**config.mk**
```make
export PLATFORM = sky130hd
export DESIGN_NAME = stosup_top
export DESIGN_NICKNAME = d
export VERILOG_FILES = /design/src/stosup_pkg.sv /design/src/stosup_top.sv
export SDC_FILE = /design/constraint.sdc
export NUM_CORES = 1
export LEC_CHECK = 0
export ABC_AREA = 1
export BUFFER_PORTS_ARGS = -buffer_cell sky130_fd_sc_hd__buf_4
export CAP_MARGIN = 20
export CELL_PAD_IN_SITES_DETAIL_PLACEMENT = 1
export CELL_PAD_IN_SITES_GLOBAL_PLACEMENT = 1
export CORE_MARGIN = 2
export CORE_UTILIZATION = 31
export DETAILED_ROUTE_END_ITERATION = 16
export GPL_ROUTABILITY_DRIVEN = 0
export HOLD_SLACK_MARGIN = 0.03
export PLACE_DENSITY_LB_ADDON = 0.1
export SLEW_MARGIN = 40
export SYNTH_ARGS = -nofsm -noshare
export SYNTH_HDL_FRONTEND = slang
export SYNTH_SLANG_ARGS = --single-unit
```
**constraint.sdc**
```tcl
create_clock -name ref_clk -period 1.6 [get_ports ref_clk]
set_clock_uncertainty 0.05 [all_clocks]
set_input_delay 0.32 -clock ref_clk [delete_from_list [all_inputs] [get_ports ref_clk]]
set_output_delay 0.32 -clock ref_clk [all_outputs]
set_load 0.01 [all_outputs]
```
**src/stosup_pkg.sv**
```systemverilog
// constants, types and register map of the torque-off supervisor
// How it works
// - card overtemperature pulls torque-off active and trip high; mode 6 latches PTC alarm.
// - relay modes accept torque-off without trip as a relay stop.
// - mode 7 restarts by itself once thermistor and relay stops clear.
// - modes 8 and 9 mix one latched alarm with one self-clearing warning.
// - mode values 4 to 9 are refused unless the card is present.
// - codes 68 and 71 report as warning or alarm; 72 only trip-locked alarm.
// - alarms 68, 71, 72 never clear without an explicit reset request.
// - bit 30 flags stops in both word pairs; bit 31 of alarm word two flags failure.
// - torque-off alarm clears on reset only after the input went inactive.
// - torque-off warning clears itself as soon as the input is inactive.
// - PTC alarm needs input inactive, trip inactive, then a reset request.
// - PTC warning clears itself once input and trip are both inactive.
// - modes 4 to 9 raise failure alarm on trip active with torque-off inactive.
// - modes 4 and 5 also raise failure on torque-off active without trip.
// - modes 2 and 3 ignore trip but still honour torque-off.
// - mode 0 does nothing; mode 1 latches alarm; mode 3 warns and resumes.
// - modes 5 and 7 hold off restart while trip indication stays active.
// - mode 8 PTC alarm, relay warning; mode 9 PTC warning, relay alarm.
package stosup_pkg;
    // register byte offsets
    localparam logic [7:0] OFS_MODE = 8'h00;
    localparam logic [7:0] OFS_ALARM1 = 8'h04;
    localparam logic [7:0] OFS_ALARM2 = 8'h08;
    localparam logic [7:0] OFS_WARN1 = 8'h0C;
    localparam logic [7:0] OFS_WARN2 = 8'h10;
    localparam logic [7:0] OFS_STATUS = 8'h14;
    localparam logic [7:0] OFS_CTRL = 8'h18;
    // field positions
    localparam int BIT_STOP = 30;
    localparam int BIT_FAIL = 31;
    localparam int BIT_CTRL_RESET = 0;
    // mode values
    localparam logic [3:0] MODE_OFF = 4'h0;
    localparam logic [3:0] MODE_STO_ALARM = 4'h1;
    localparam logic [3:0] MODE_STO_ALARM2 = 4'h2;
    localparam logic [3:0] MODE_STO_WARN = 4'h3;
    localparam logic [3:0] MODE_PTC_ALARM = 4'h4;
    localparam logic [3:0] MODE_PTC_WARN = 4'h5;
    localparam logic [3:0] MODE_RELAY_A = 4'h6;
    localparam logic [3:0] MODE_RELAY_W = 4'h7;
    localparam logic [3:0] MODE_RELAY_AW = 4'h8;
    localparam logic [3:0] MODE_RELAY_WA = 4'h9;
    localparam logic [3:0] MODE_CARD_MIN = 4'h4;
    // reset values
    localparam logic [3:0] MODE_RESET = 4'h1;
    localparam logic [4:0] PIN_SYNC_RESET = 5'h01;
    // synchronised pin levels, all active high
    typedef struct packed {
        logic resetKey;
        logic resetInput;
        logic cardPresent;
        logic tripActive;
        logic torqueOffActive;
    } stosup_pins_s;
    // supervisor flags
    typedef struct packed {
        logic dangerFail;
        logic ptcWarn;
        logic ptcAlarm;
        logic stoWarn;
        logic stoAlarm;
    } stosup_flags_s;
endpackage : stosup_pkg

```
**src/stosup_top.sv**
```systemverilog
// torque-off supervisor with APB register slave
//
// The placing of the registers and the APB slave port were decided locally.
`timescale 1ns/10ps
module stosup_top (
    input wire logic ref_clk,
    input wire logic reset,
    input wire logic psel,
    input wire logic penable,
    input wire logic pwrite,
    input wire logic [7:0] paddr,
    input wire logic [31:0] pwdata,
    output logic [31:0] prdata,
    output logic pready,
    output logic pslverr,
    input wire logic torqueOffN,
    input wire logic cardTripIndication,
    input wire logic cardPresent,
    input wire logic resetInput,
    input wire logic resetKey,
    output logic coastMotor,
    output logic alarmActive,
    output logic warningActive
);
    logic [4:0] pinMeta_q;
    logic [4:0] pinSync_q;
    stosup_pkg::stosup_pins_s pins;
    logic resetReqPrev_q;
    logic resetReq;
    logic resetEdge;
    logic busReset;
    logic [3:0] mode_q;
    stosup_pkg::stosup_flags_s flags_q;
    logic sto;
    logic trip;
    logic stopPtc;
    logic stopRelay;
    logic mismatch;
    logic ptcIsAlarm;
    logic ptcIsWarn;
    logic relayIsAlarm;
    logic relayIsWarn;
    logic access;
    logic apbDone;
    logic pready_q;
    logic [31:0] prdata_q;
    logic pslverr_q;
    logic coast_q;
    logic alarm_q;
    logic warn_q;
    logic [31:0] rdMux;
    logic rdHit;
    logic modeOk;

    // two-flop synchroniser for every pin; torque-off rests inactive
    always_ff @(posedge ref_clk or posedge reset) begin
        if (reset) begin
            pinMeta_q <= stosup_pkg::PIN_SYNC_RESET;
            pinSync_q <= stosup_pkg::PIN_SYNC_RESET;
        end else begin
            pinMeta_q <= {resetKey, resetInput, cardPresent,
                cardTripIndication, torqueOffN};
            pinSync_q <= pinMeta_q;
        end
    end

    // active-high view of the synchronised pins
    assign pins = stosup_pkg::stosup_pins_s'({pinSync_q[4:1], ~pinSync_q[0]});
    assign sto = pins.torqueOffActive;
    assign trip = pins.tripActive;

    // reset request from bus, input or key, taken on its rising edge
    assign access = psel && penable && !pready_q;
    assign apbDone = psel && penable && pready_q; // completion edge
    assign busReset = apbDone && pwrite && (paddr == stosup_pkg::OFS_CTRL)
        && pwdata[stosup_pkg::BIT_CTRL_RESET];
    assign resetReq = pins.resetInput || pins.resetKey;
    assign resetEdge = (resetReq && !resetReqPrev_q) || busReset;

    always_ff @(posedge ref_clk or posedge reset) begin
        if (reset) begin
            resetReqPrev_q <= 1'b0;
        end else begin
            resetReqPrev_q <= resetReq;
        end
    end

    // mode decode: how each stop source answers
    always_comb begin
        ptcIsAlarm = 1'b0;
        ptcIsWarn = 1'b0;
        relayIsAlarm = 1'b0;
        relayIsWarn = 1'b0;
        unique case (mode_q)
            stosup_pkg::MODE_STO_ALARM,
            stosup_pkg::MODE_STO_ALARM2: relayIsAlarm = 1'b1;
            stosup_pkg::MODE_STO_WARN: relayIsWarn = 1'b1;
            stosup_pkg::MODE_PTC_ALARM: ptcIsAlarm = 1'b1;
            stosup_pkg::MODE_PTC_WARN: ptcIsWarn = 1'b1;
            stosup_pkg::MODE_RELAY_A: begin
                ptcIsAlarm = 1'b1;
                relayIsAlarm = 1'b1;
            end
            stosup_pkg::MODE_RELAY_W: begin
                ptcIsWarn = 1'b1;
                relayIsWarn = 1'b1;
            end
            stosup_pkg::MODE_RELAY_AW: begin
                ptcIsAlarm = 1'b1;
                relayIsWarn = 1'b1;
            end
            stosup_pkg::MODE_RELAY_WA: begin
                ptcIsWarn = 1'b1;
                relayIsAlarm = 1'b1;
            end
            default: begin
            end
        endcase
    end

    // stop sources; modes 1 to 3 see any torque-off as a plain stop
    always_comb begin
        stopPtc = 1'b0;
        stopRelay = 1'b0;
        mismatch = 1'b0;
        if (mode_q >= stosup_pkg::MODE_CARD_MIN) begin
            stopPtc = sto && trip;
            stopRelay = sto && !trip && (relayIsAlarm || relayIsWarn);
            mismatch = (trip && !sto)
                || (sto && !trip && !relayIsAlarm && !relayIsWarn);
        end else if (mode_q != stosup_pkg::MODE_OFF) begin
            stopRelay = sto;
        end
    end

    // latched alarms; a new stop beats a reset in the same cycle
    always_ff @(posedge ref_clk or posedge reset) begin
        if (reset) begin
            flags_q.stoAlarm <= 1'b0;
            flags_q.ptcAlarm <= 1'b0;
        end else begin
            if (stopRelay && relayIsAlarm) begin
                flags_q.stoAlarm <= 1'b1;
            end else if (resetEdge && !sto) begin
                flags_q.stoAlarm <= 1'b0;
            end
            if (stopPtc && ptcIsAlarm) begin
                flags_q.ptcAlarm <= 1'b1;
            end else if (resetEdge && !sto && !trip) begin
                flags_q.ptcAlarm <= 1'b0;
            end
        end
    end

    // self-clearing warnings
    always_ff @(posedge ref_clk or posedge reset) begin
        if (reset) begin
            flags_q.stoWarn <= 1'b0;
            flags_q.ptcWarn <= 1'b0;
        end else begin
            flags_q.stoWarn <= stopRelay && relayIsWarn;
            if (stopPtc && ptcIsWarn) begin
                flags_q.ptcWarn <= 1'b1;
            end else if (!sto && !trip) begin
                flags_q.ptcWarn <= 1'b0;
            end
        end
    end

    // trip-locked failure: reset clears only once the mismatch is gone
    always_ff @(posedge ref_clk or posedge reset) begin
        if (reset) begin
            flags_q.dangerFail <= 1'b0;
        end else if (mismatch) begin
            flags_q.dangerFail <= 1'b1;
        end else if (resetEdge) begin
            flags_q.dangerFail <= 1'b0;
        end
    end

    // coast while any stop, warning or alarm stands; failure forces it
    always_ff @(posedge ref_clk or posedge reset) begin
        if (reset) begin
            coast_q <= 1'b0;
            alarm_q <= 1'b0;
            warn_q <= 1'b0;
        end else begin
            coast_q <= flags_q.dangerFail || flags_q.stoAlarm
                || flags_q.ptcAlarm || flags_q.stoWarn
                || flags_q.ptcWarn || stopPtc || stopRelay;
            alarm_q <= flags_q.dangerFail || flags_q.stoAlarm
                || flags_q.ptcAlarm;
            warn_q <= flags_q.stoWarn || flags_q.ptcWarn;
        end
    end

    // mode write accepted only for legal values the card allows
    assign modeOk = (pwdata[3:0] <= stosup_pkg::MODE_RELAY_WA)
        && ((pwdata[3:0] < stosup_pkg::MODE_CARD_MIN) || pins.cardPresent);

    always_ff @(posedge ref_clk or posedge reset) begin
        if (reset) begin
            mode_q <= stosup_pkg::MODE_RESET;
        end else if (apbDone && pwrite && (paddr == stosup_pkg::OFS_MODE)
            && modeOk) begin
            mode_q <= pwdata[3:0];
        end
    end

    // read mux with status word bits
    always_comb begin
        rdMux = 32'h0000_0000;
        rdHit = 1'b1;
        unique case (paddr)
            stosup_pkg::OFS_MODE: rdMux[3:0] = mode_q;
            stosup_pkg::OFS_ALARM1: rdMux[stosup_pkg::BIT_STOP] =
                flags_q.stoAlarm;
            stosup_pkg::OFS_ALARM2: begin
                rdMux[stosup_pkg::BIT_STOP] = flags_q.ptcAlarm;
                rdMux[stosup_pkg::BIT_FAIL] = flags_q.dangerFail;
            end
            stosup_pkg::OFS_WARN1: rdMux[stosup_pkg::BIT_STOP] =
                flags_q.stoWarn;
            stosup_pkg::OFS_WARN2: rdMux[stosup_pkg::BIT_STOP] =
                flags_q.ptcWarn;
            stosup_pkg::OFS_STATUS: rdMux[3:0] = {pins.cardPresent, trip,
                sto, coast_q};
            stosup_pkg::OFS_CTRL: rdMux = 32'h0000_0000;
            default: rdHit = 1'b0;
        endcase
    end

    // APB answer: one wait state, error on unmapped or refused write
    always_ff @(posedge ref_clk or posedge reset) begin
        if (reset) begin
            pready_q <= 1'b0;
            prdata_q <= 32'h0000_0000;
            pslverr_q <= 1'b0;
        end else begin
            pready_q <= access;
            pslverr_q <= access && (!rdHit || (pwrite
                && (paddr == stosup_pkg::OFS_MODE) && !modeOk));
            if (access && !pwrite) begin
                prdata_q <= rdHit ? rdMux : 32'h0000_0000;
            end
        end
    end

    assign prdata = prdata_q;
    assign pready = pready_q;
    assign pslverr = pslverr_q;
    assign coastMotor = coast_q;
    assign alarmActive = alarm_q;
    assign warningActive = warn_q;

    // failure flag follows a mismatch in the next cycle
    AST_FAIL_SET: assert property (@(posedge ref_clk)
        disable iff (reset) mismatch |=> flags_q.dangerFail)
        else $error("failure alarm not raised on mismatch");

    // failure is never cleared while the mismatch persists
    AST_FAIL_HOLD: assert property (@(posedge ref_clk)
        disable iff (reset)
        flags_q.dangerFail && mismatch |=> flags_q.dangerFail)
        else $error("failure alarm dropped during mismatch");

    // failure falls only through a reset edge with the mismatch gone
    AST_FAIL_NEEDS_RESET: assert property (@(posedge ref_clk)
        disable iff (reset)
        $fell(flags_q.dangerFail) |-> $past(resetEdge) && !$past(mismatch))
        else $error("failure alarm cleared without reset");

    // latched alarms fall only through a reset edge
    AST_ALARM_NEEDS_RESET: assert property (@(posedge ref_clk)
        disable iff (reset)
        $fell(flags_q.stoAlarm) |-> $past(resetEdge) && !$past(sto))
        else $error("torque-off alarm cleared without reset");

    AST_PTC_ALARM_RESET: assert property (@(posedge ref_clk)
        disable iff (reset) $fell(flags_q.ptcAlarm)
        |-> $past(resetEdge) && !$past(sto) && !$past(trip))
        else $error("PTC alarm cleared too early");

    // each stop latches its alarm or raises its warning one cycle later
    AST_STO_ALARM_SET: assert property (@(posedge ref_clk)
        disable iff (reset)
        stopRelay && relayIsAlarm |=> flags_q.stoAlarm)
        else $error("torque-off alarm not latched");

    AST_PTC_ALARM_SET: assert property (@(posedge ref_clk)
        disable iff (reset)
        stopPtc && ptcIsAlarm |=> flags_q.ptcAlarm)
        else $error("PTC alarm not latched");

    AST_PTC_WARN_SET: assert property (@(posedge ref_clk)
        disable iff (reset)
        stopPtc && ptcIsWarn |=> flags_q.ptcWarn)
        else $error("PTC warning not raised");

    // torque-off warning tracks the relay stop and drops with the input
    AST_STO_WARN_SET: assert property (@(posedge ref_clk)
        disable iff (reset)
        stopRelay && relayIsWarn |=> flags_q.stoWarn)
        else $error("torque-off warning not raised");

    AST_STO_WARN_CLR: assert property (@(posedge ref_clk)
        disable iff (reset) !sto |=> !flags_q.stoWarn)
        else $error("torque-off warning did not clear");

    // PTC warning clears itself within a cycle of both inputs inactive
    AST_PTC_WARN_AUTO: assert property (@(posedge ref_clk)
        disable iff (reset) flags_q.ptcWarn && !sto && !trip
        && !(stopPtc && ptcIsWarn) |=> !flags_q.ptcWarn)
        else $error("PTC warning did not clear");

    AST_PTC_WARN_HOLD: assert property (@(posedge ref_clk)
        disable iff (reset) flags_q.ptcWarn && trip |=> flags_q.ptcWarn)
        else $error("restart while trip still active");

    // relay modes take torque-off without trip as a relay stop
    AST_RELAY_STOP: assert property (@(posedge ref_clk)
        disable iff (reset)
        mode_q >= stosup_pkg::MODE_RELAY_A && sto && !trip
        |-> stopRelay && !stopPtc && !mismatch)
        else $error("relay stop not accepted");

    // plain torque-off modes never look at the trip indication
    AST_TRIP_IGNORED: assert property (@(posedge ref_clk)
        disable iff (reset)
        mode_q < stosup_pkg::MODE_CARD_MIN |-> !stopPtc && !mismatch)
        else $error("trip indication used in plain mode");

    // coast follows any standing stop two cycles later
    AST_COAST: assert property (@(posedge ref_clk)
        disable iff (reset)
        (stopPtc || stopRelay) && mode_q != stosup_pkg::MODE_OFF
        |=> ##1 coastMotor)
        else $error("coast missing after stop");

    // the alarm output follows the latched flags one cycle later
    AST_ALARM_OUT: assert property (@(posedge ref_clk)
        disable iff (reset) flags_q.dangerFail || flags_q.stoAlarm
        || flags_q.ptcAlarm |=> alarmActive)
        else $error("alarm output missing");

    // mode never takes a card value while the card is absent at write
    AST_MODE_GATE: assert property (@(posedge ref_clk)
        disable iff (reset)
        apbDone && pwrite && paddr == stosup_pkg::OFS_MODE
        && pwdata[3:0] >= stosup_pkg::MODE_CARD_MIN && !pins.cardPresent
        |=> mode_q == $past(mode_q))
        else $error("card mode accepted without card");

    AST_MODE_OFF: assert property (@(posedge ref_clk)
        disable iff (reset)
        mode_q == stosup_pkg::MODE_OFF |-> !stopPtc && !stopRelay
        && !mismatch)
        else $error("mode 0 reacted to input");

    AST_APB_READY: assert property (@(posedge ref_clk)
        disable iff (reset) psel && penable && !pready |=> pready)
        else $error("apb answer late");
endmodule : stosup_top

```
==> impl_metrics.json, run 1 <==
{
  "io_buffers": 32,
  "outcome": "finished clean",
  "grtUsageTotal": 0.1194,
  "arrival_ns": 1.45,
  "p_sw_w": 0.0004075,
  "routed_wirelength_um": 3305,
  "clock_path_buffers": 2,
  "htree_levels": 2,
  "swShare": 0.2285,
  "leakagePower_nw": 1.097,
  "core_um2": 5205,
  "crit_chain": "inv_2 > nand3_1 > o21ai_2 > o21ai_2 > nand2_1 > nand2_1 > nand2_1",
  "overflow": 0,
  "min_path_type": "in2async",
  "power_density_nw_per_um2": 871.1,
  "place_hpwl_um": 2616,
  "start_util": 0.3267,
  "cts_root_buf": "clkbuf_8",
  "drive_gt1_frac": 0.3128,
  "setup_viol": 0,
  "viasPerCell": 4.064,
  "die-area_um2": 6093,
  "synth-warning-count": 0,
  "dr.pass1.iters": 4,
  "nets": 292,
  "drcViolationCount": 0,
  "ir_worst_vdd_v": 0.0005713,
  "internal_power_w": 0.001376,
  "hold_viol": 0,
  "numCtsBuffers": 5,
  "critPathRequiredTime_ns": 1.73,
  "post_drt_wl_per_cell_um": 10.56,
  "cts_setup_buffers": 0,
  "synth_top_cell_by_area": "dfrtp_1",
  "ant_nets": 0,
  "place_ws_ns": 0.2067,
  "setup_ws_ns": 0.2750,
  "ys_seq_elements": 31,
  "holdBufCountCts": 0,
  "final_common_cell": "nand2_1",
  "critPathMaxStageDelay_ns": 0.58,
  "grt_pass1_vias": 1203,
  "crit_path_frequent_cell": "nand2_1",
  "syn2layout_area_growth_pct": 20.38,
  "grt_pass1_wl_um": 5644,
  "cp_slowest_cell": "dfstp_2",
  "fin_crit_ns": 1.325,
  "route.vias.total": 1272,
  "ys_types": 30,
  "yosysSeqAreaShare": 0.4584,
  "avgSynthCellArea_um2": 8.335,
  "p_clk_frac": 0.443,
  "die_h_um": 78.06,
  "rows": 26,
  "grt_max_degree": 32,
  "drtIter0Drc": 25,
  "synth_cells": 204,
  "synthTopCellsByArea": "dfrtp_1, nand2_1, buf_4, dfstp_2, inv_1",
  "synth_top_area_share": 0.4121,
  "cts.clk_slew.worst_paths_ns": 0.06,
  "seq_power_share": 0.462,
  "rsz0062_at_grt": "false",
  "critPathCaptureType": "register",
  "worstPathMaxFanout": 5,
  "pwr-share-comb": 0.095,
  "num_antenna_cells": 0,
  "cts_tree": "yes",
  "crit_type": "reg2reg",
  "layout_common_cells": "nand2_1, buf_4, dfrtp_1",
  "drv_slew": 0,
  "maxClockFrequency_mhz": 754.7,
  "antenna_found_initial": 0,
  "syn_area_um2": 1700,
  "clock-sinks": 31,
  "tns_ns": 0,
  "final_util": 0.3933,
  "post-route-period-util": 0.8282,
  "drv_cap": 0,
  "io-pin-count": 87,
  "clock_latency_ns": 0.28,
  "die_w_um": 78.06,
  "critPathLaunchType": "register",
  "cts_resized": 0
}
-- state kept, by name, summed over array words and instances (netlist names) --
| name | count |
|---|---|
| prdata | 6 |
| flags_q | 5 |
| pinMeta_q | 5 |
| pinSync_q | 5 |
| mode_q | 4 |
| alarmActive | 1 |
| coastMotor | 1 |
| pready | 1 |
| pslverr | 1 |
| resetReqPrev_q | 1 |
| warningActive | 1 |
-- power by group through the flow --
stage | logic [W] | registers [W] | clock network (W)
2_1_floorplan | 0.000151 | 0.000835 | 0
3_5_place_dp | 0.000172 | 0.000839 | 0
3_3_place_gp | 0.000171 | 0.000838 | 0
5_1_grt | 0.000194 | 0.000826 | 0.000867
6_report | 0.000170 | 0.000824 | 0.000789
4_1_cts | 0.000173 | 0.000824 | 0.000829
-- Yosys cell counts --
cell / count
or2_2: 1
o21ai_1: 9
nand3_2: 1
dfstp_2: 3
buf_4: 26
o21ai_0: 4
o21ai_2: 2
nand3_1: 8
nand2_4: 2
inv_2: 10
a21oi_1: 2
dfrtp_1: 28
conb_1: 1
buf_2: 1
a21boi_1: 1
nand2_2: 5
nand2_1: 53
o31ai_1: 1
nor3_1: 3
nor2_1: 14
nand3_4: 1
clkinv_2: 1
o21bai_2: 1
o22ai_1: 2
nor2_8: 1
inv_1: 15
nor2_4: 3
nor3_2: 2
nor2_2: 2
nand4_1: 1
-- cell families (layout without fill, tap and decap cells) --
group / after synthesis / in the layout / synth area share
buffers and inverters: 53 / 67 / 0.1759
AO/OA/AOI/OAI: 22 / 22 / 0.07727
other: 1 / 26 / 0.002205
flip-flops: 31 / 31 / 0.4584
AND/OR/NAND/NOR: 97 / 97 / 0.2862
-- per-layer routing --
layer | vias up | share of wire | GRT usage
li1 | 656 | - | -
met1 | 575 | 0.47 | 0.1582
met2 | 36 | 0.47 | 0.1793
met3 | 5 | 0.057 | 0.04828
met4 | 0 | 0.012 | 0.03684
met5 | - | 0 | 0
-- final timing paths --
kind / start / to / slack [ns] / cells past startpoint
setup / recovery: mode_q[0] / flags_q[0] / 0.27 / 7
hold / removal: reset / flags_q[1] / 0.06 / 3
setup reg to reg: mode_q[0] / flags_q[0] / 0.27 / 7
hold reg to reg: pinMeta_q[2] / pinSync_q[2] / 0.30 / 0
max in group asynchronous: reset / mode_q[0] / 1.12 / 3
min in group ref_clk: torqueOffN / pinMeta_q[0] / 0.09 / 1
-- critical path: cells and delay by family, from the launching register on --
family | cells | cell delay, ns
AOI/OAI and AO/OA | 2 | 0.27
buffers and inverters | 1 | 0.07
DFF | 1 | 0.58
and+or+nand+nor | 4 | 0.26
-- stage by stage --
step	cells	cell area, um2	power (W)	hold WS [ns]
after floorplan	229	1794	0.0009858	0.2745
after global placement	305	1929	0.001009	0.2826
after detailed placement	305	1929	0.001011	0.2856
after CTS	313	2047	0.001826	0.07122
after global routing	313	2047	0.001887	0.06759
final	313	2047	0.001783	0.05848
-- area by class of cell --
cell class / count / area (um2)
fillers: 658 / 3158
flip-flops and latches: 31 / 779.5
multi-input cells: 145 / 715.7
repair buffers: 33 / 247.7
inverters: 26 / 98.84
well taps: 70 / 87.58
clock buffers: 6 / 82.58
clock inverters: 2 / 35.03
(Power assumes the default switching activity.)
==> inputs of run 2 (changes only) <==
ABC_AREA = 0   (was 1)
CORE_UTILIZATION = 29   (was 31)
clock period = 1.1 ns   (was 1.6 ns; I/O delays follow)
==> run 2 against run 1 <==
- the run now ends with setup timing left
- worst hold slack improved by 0.074 ns
- design area is 22% higher
- first-iteration DRC count fell by 24%
- synthesized cell count shrank 21%
- largest cell class is now multi-input gates
- combinational power grew 110%
- sequential cell count did not move
- die area grew 3.3%
- power grew 52%
- core utilization is 6.0 points higher
- global-route usage up 0.72 points
- routed wire length grew 24%
- synthesized area decreased by 3.2%
==> impl_metrics.json, run 2 <==
{
  "synth_top_area_share": 0.4255,
  "clock-sinks": 31,
  "yosys-top-cells-count": "buf_4, dfrtp_1, nand2_1",
  "rr_endpoint": "mode_q[1]",
  "setup_viol": 17,
  "critPathLaunchType": "input port",
  "syn_area_um2": 1647,
  "largest_reg_flops": 6,
  "grt_pass1_wl_um": 6147,
  "leakagePower_nw": 1.229,
  "clock_latency_ns": 0.28,
  "internal_power_w": 0.002083,
  "clock_path_buffers": 2,
  "ant_nets": 0,
  "critPathRequiredTime_ns": 1.22,
  "numCtsBuffers": 5,
  "ir_worst_vdd_v": 0.0006033,
  "rows": 27,
  "setup_ws_ns": -0.2903,
  "synth-warning-count": 0,
  "hold_end": "mode_q[3]",
  "holdCritStartpoint": "pwdata[3]",
  "io_buffers": 32,
  "route.vias.total": 1333,
  "outcome": "finished, violations left",
  "synth_top_cell_by_area": "dfrtp_1",
  "synthTopCellsByArea": "dfrtp_1, buf_4, dfstp_2, nand2_1, mux2_2",
  "final_util": 0.4531,
  "post-route-period-util": 1.264,
  "p_sw_w": 0.0006355,
  "p_clk_frac": 0.431,
  "start_util": 0.2990,
  "nets": 289,
  "violations": "setup timing",
  "drcViolationCount": 0,
  "dr.pass1.iters": 4,
  "arrival_ns": 1.51,
  "drv_cap": 0,
  "grt_pass1_vias": 1320,
  "num_antenna_cells": 0,
  "die_w_um": 79.35,
  "core_um2": 5507,
  "async_flop_share": 1.000,
  "ys_types": 40,
  "crit_type": "in2reg",
  "min_path_cells": 2,
  "rsz0062_at_grt": "true",
  "n_fill_cell": 633,
  "avgSynthCellArea_um2": 10.23,
  "worstRegToRegCells": 5,
  "worstReg2RegStart": "pinSync_q[2]",
  "power_density_nw_per_um2": 1090,
  "worstPathMaxFanout": 4,
  "critPathCaptureType": "register",
  "swShare": 0.2337,
  "synth_cells": 161,
  "cts_root_buf": "clkbuf_8",
  "pwr-share-comb": 0.129,
  "min_path_type": "in2reg",
  "hold_viol": 0,
  "drv_slew": 0,
  "r2r_slack_ns": -0.25,
  "cts_tree": "yes",
  "ys_seq_elements": 31,
  "layout_common_cells": "buf_4, conb_1, dfrtp_1",
  "synthFlopType": "dfrtp_1",
  "routed_wirelength_um": 4083,
  "seq_power_share": 0.440,
  "place_hpwl_um": 2954,
  "grt_max_degree": 32,
  "antenna_found_initial": 0,
  "die_h_um": 79.35,
  "drive_gt1_frac": 0.4833,
  "fin_crit_ns": 1.390,
  "drtIter0Drc": 19,
  "syn2layout_area_growth_pct": 51.52,
  "holdWs_ns": 0.1328,
  "htree_levels": 2,
  "maxClockFrequency_mhz": 719.3,
  "post_drt_wl_per_cell_um": 13.09,
  "die-area_um2": 6296,
  "final_common_cell": "buf_4",
  "yosysSeqAreaShare": 0.4734,
  "grtUsageTotal": 0.1266,
  "io-pin-count": 87,
  "cts.clk_slew.worst_paths_ns": 0.07,
  "overflow": 0,
  "synth_edf_count": 0,
  "viasPerCell": 4.272
}
[run 2: cell count changes in the layout (fill, tap and decap cells not counted), moves of 4 or more]
cell / before / now
dlygate4sd3_1: 0 / 6
inv_1: 15 / 4
inv_2: 10 / 1
buf_6: 0 / 14
a22oi_1: 0 / 4
nand2_1: 53 / 16
buf_4: 33 / 61
nand2_2: 5 / 0
nand3_1: 8 / 2
o21ai_1: 9 / 3
nor2_1: 14 / 7
[run 2: power groups by stage]
stage               combinational [W]  clock, W  sequential [W]
detailed placement           0.000293         0         0.00122
global route                 0.000388   0.00125         0.00120
finish                       0.000352   0.00117         0.00120
floorplan                    0.000207         0         0.00121
global placement             0.000289         0         0.00121
CTS                          0.000333   0.00122         0.00120
[run 2: cells by family after synthesis]
| kind of cell | count (synthesis) | synth area share |
|---|---|---|
| multiplexers | 7 | 0.04559 |
| AND/OR/NAND/NOR | 55 | 0.2052 |
| buffers and inverters | 41 | 0.1717 |
| AO/OA/AOI/OAI | 25 | 0.09650 |
| flip-flops | 31 | 0.4734 |
| other | 1 | 0.002277 |
| XOR/XNOR | 1 | 0.005320 |
[run 2: worst max-delay path by stage]
| stage | from | endpoint | slack (ns) | cells after the start |
|---|---|---|---|---|
| floorplan | paddr[7] | mode_q[1] | -0.38 | 4 |
| global placement | paddr[7] | mode_q[3] | -0.53 | 5 |
| detailed placement | paddr[7] | mode_q[2] | -0.57 | 5 |
| CTS | pinSync_q[2] | mode_q[2] | -0.28 | 5 |
| global route | pinSync_q[2] | mode_q[2] | -0.32 | 5 |
| finish | paddr[0] | mode_q[2] | -0.29 | 5 |
[run 2: metal layers]
layer | vias to the layer above | GRT usage | share of wire | routed length [um]
li1 | 648 | - | - | -
met1 | 647 | 0.1546 | 0.40 | 1650
met2 | 33 | 0.2220 | 0.54 | 2206
met3 | 5 | 0.03295 | 0.044 | 178
met4 | 0 | 0.03103 | 0.012 | 48
met5 | - | 0 | 0 | 0
[run 2: repair_timing]
item / CTS / global route
hold buffers: 6 / 0
buffers inserted: 6 / 11
endpoints found under the hold margin: 33 / 0
endpoints found under the setup margin: 19 / 26
pin swaps: 10 / 11
resized for setup: 21 / 24
[run 2: final cells by class]
cell class | count | area, um2 | area share
tap | 72 | 90.09 | 0.03611
multi-input combinational | 114 | 789.5 | 0.3164
timing repair buffer | 82 | 695.7 | 0.2788
clock inverter | 2 | 35.03 | 0.01404
inverter | 5 | 18.77 | 0.007523
clock buffer | 6 | 82.58 | 0.03310
sequential | 31 | 783.3 | 0.3139
[run 2: per-stage QoR]
step | cells | cell area, um2 | worst slack [ns] | setup TNS, ns | power [W]
5_1_grt | 312 | 2495 | -0.3220 | -3.980 | 0.002840
3_3_place_gp | 282 | 2029 | -0.5290 | -6.691 | 0.001503
4_1_cts | 302 | 2327 | -0.2769 | -3.031 | 0.002744
2_1_floorplan | 186 | 1742 | -0.3840 | -4.347 | 0.001418
3_5_place_dp | 282 | 2029 | -0.5669 | -7.022 | 0.001510
6_report | 312 | 2495 | -0.2903 | -3.187 | 0.002719
[run 2: worst max-delay path: stages]
cell and delay, ns:
buf_6 0.09, or4_4 0.59, nor2_8 0.14, nand4_4 0.15, mux2_4 0.32
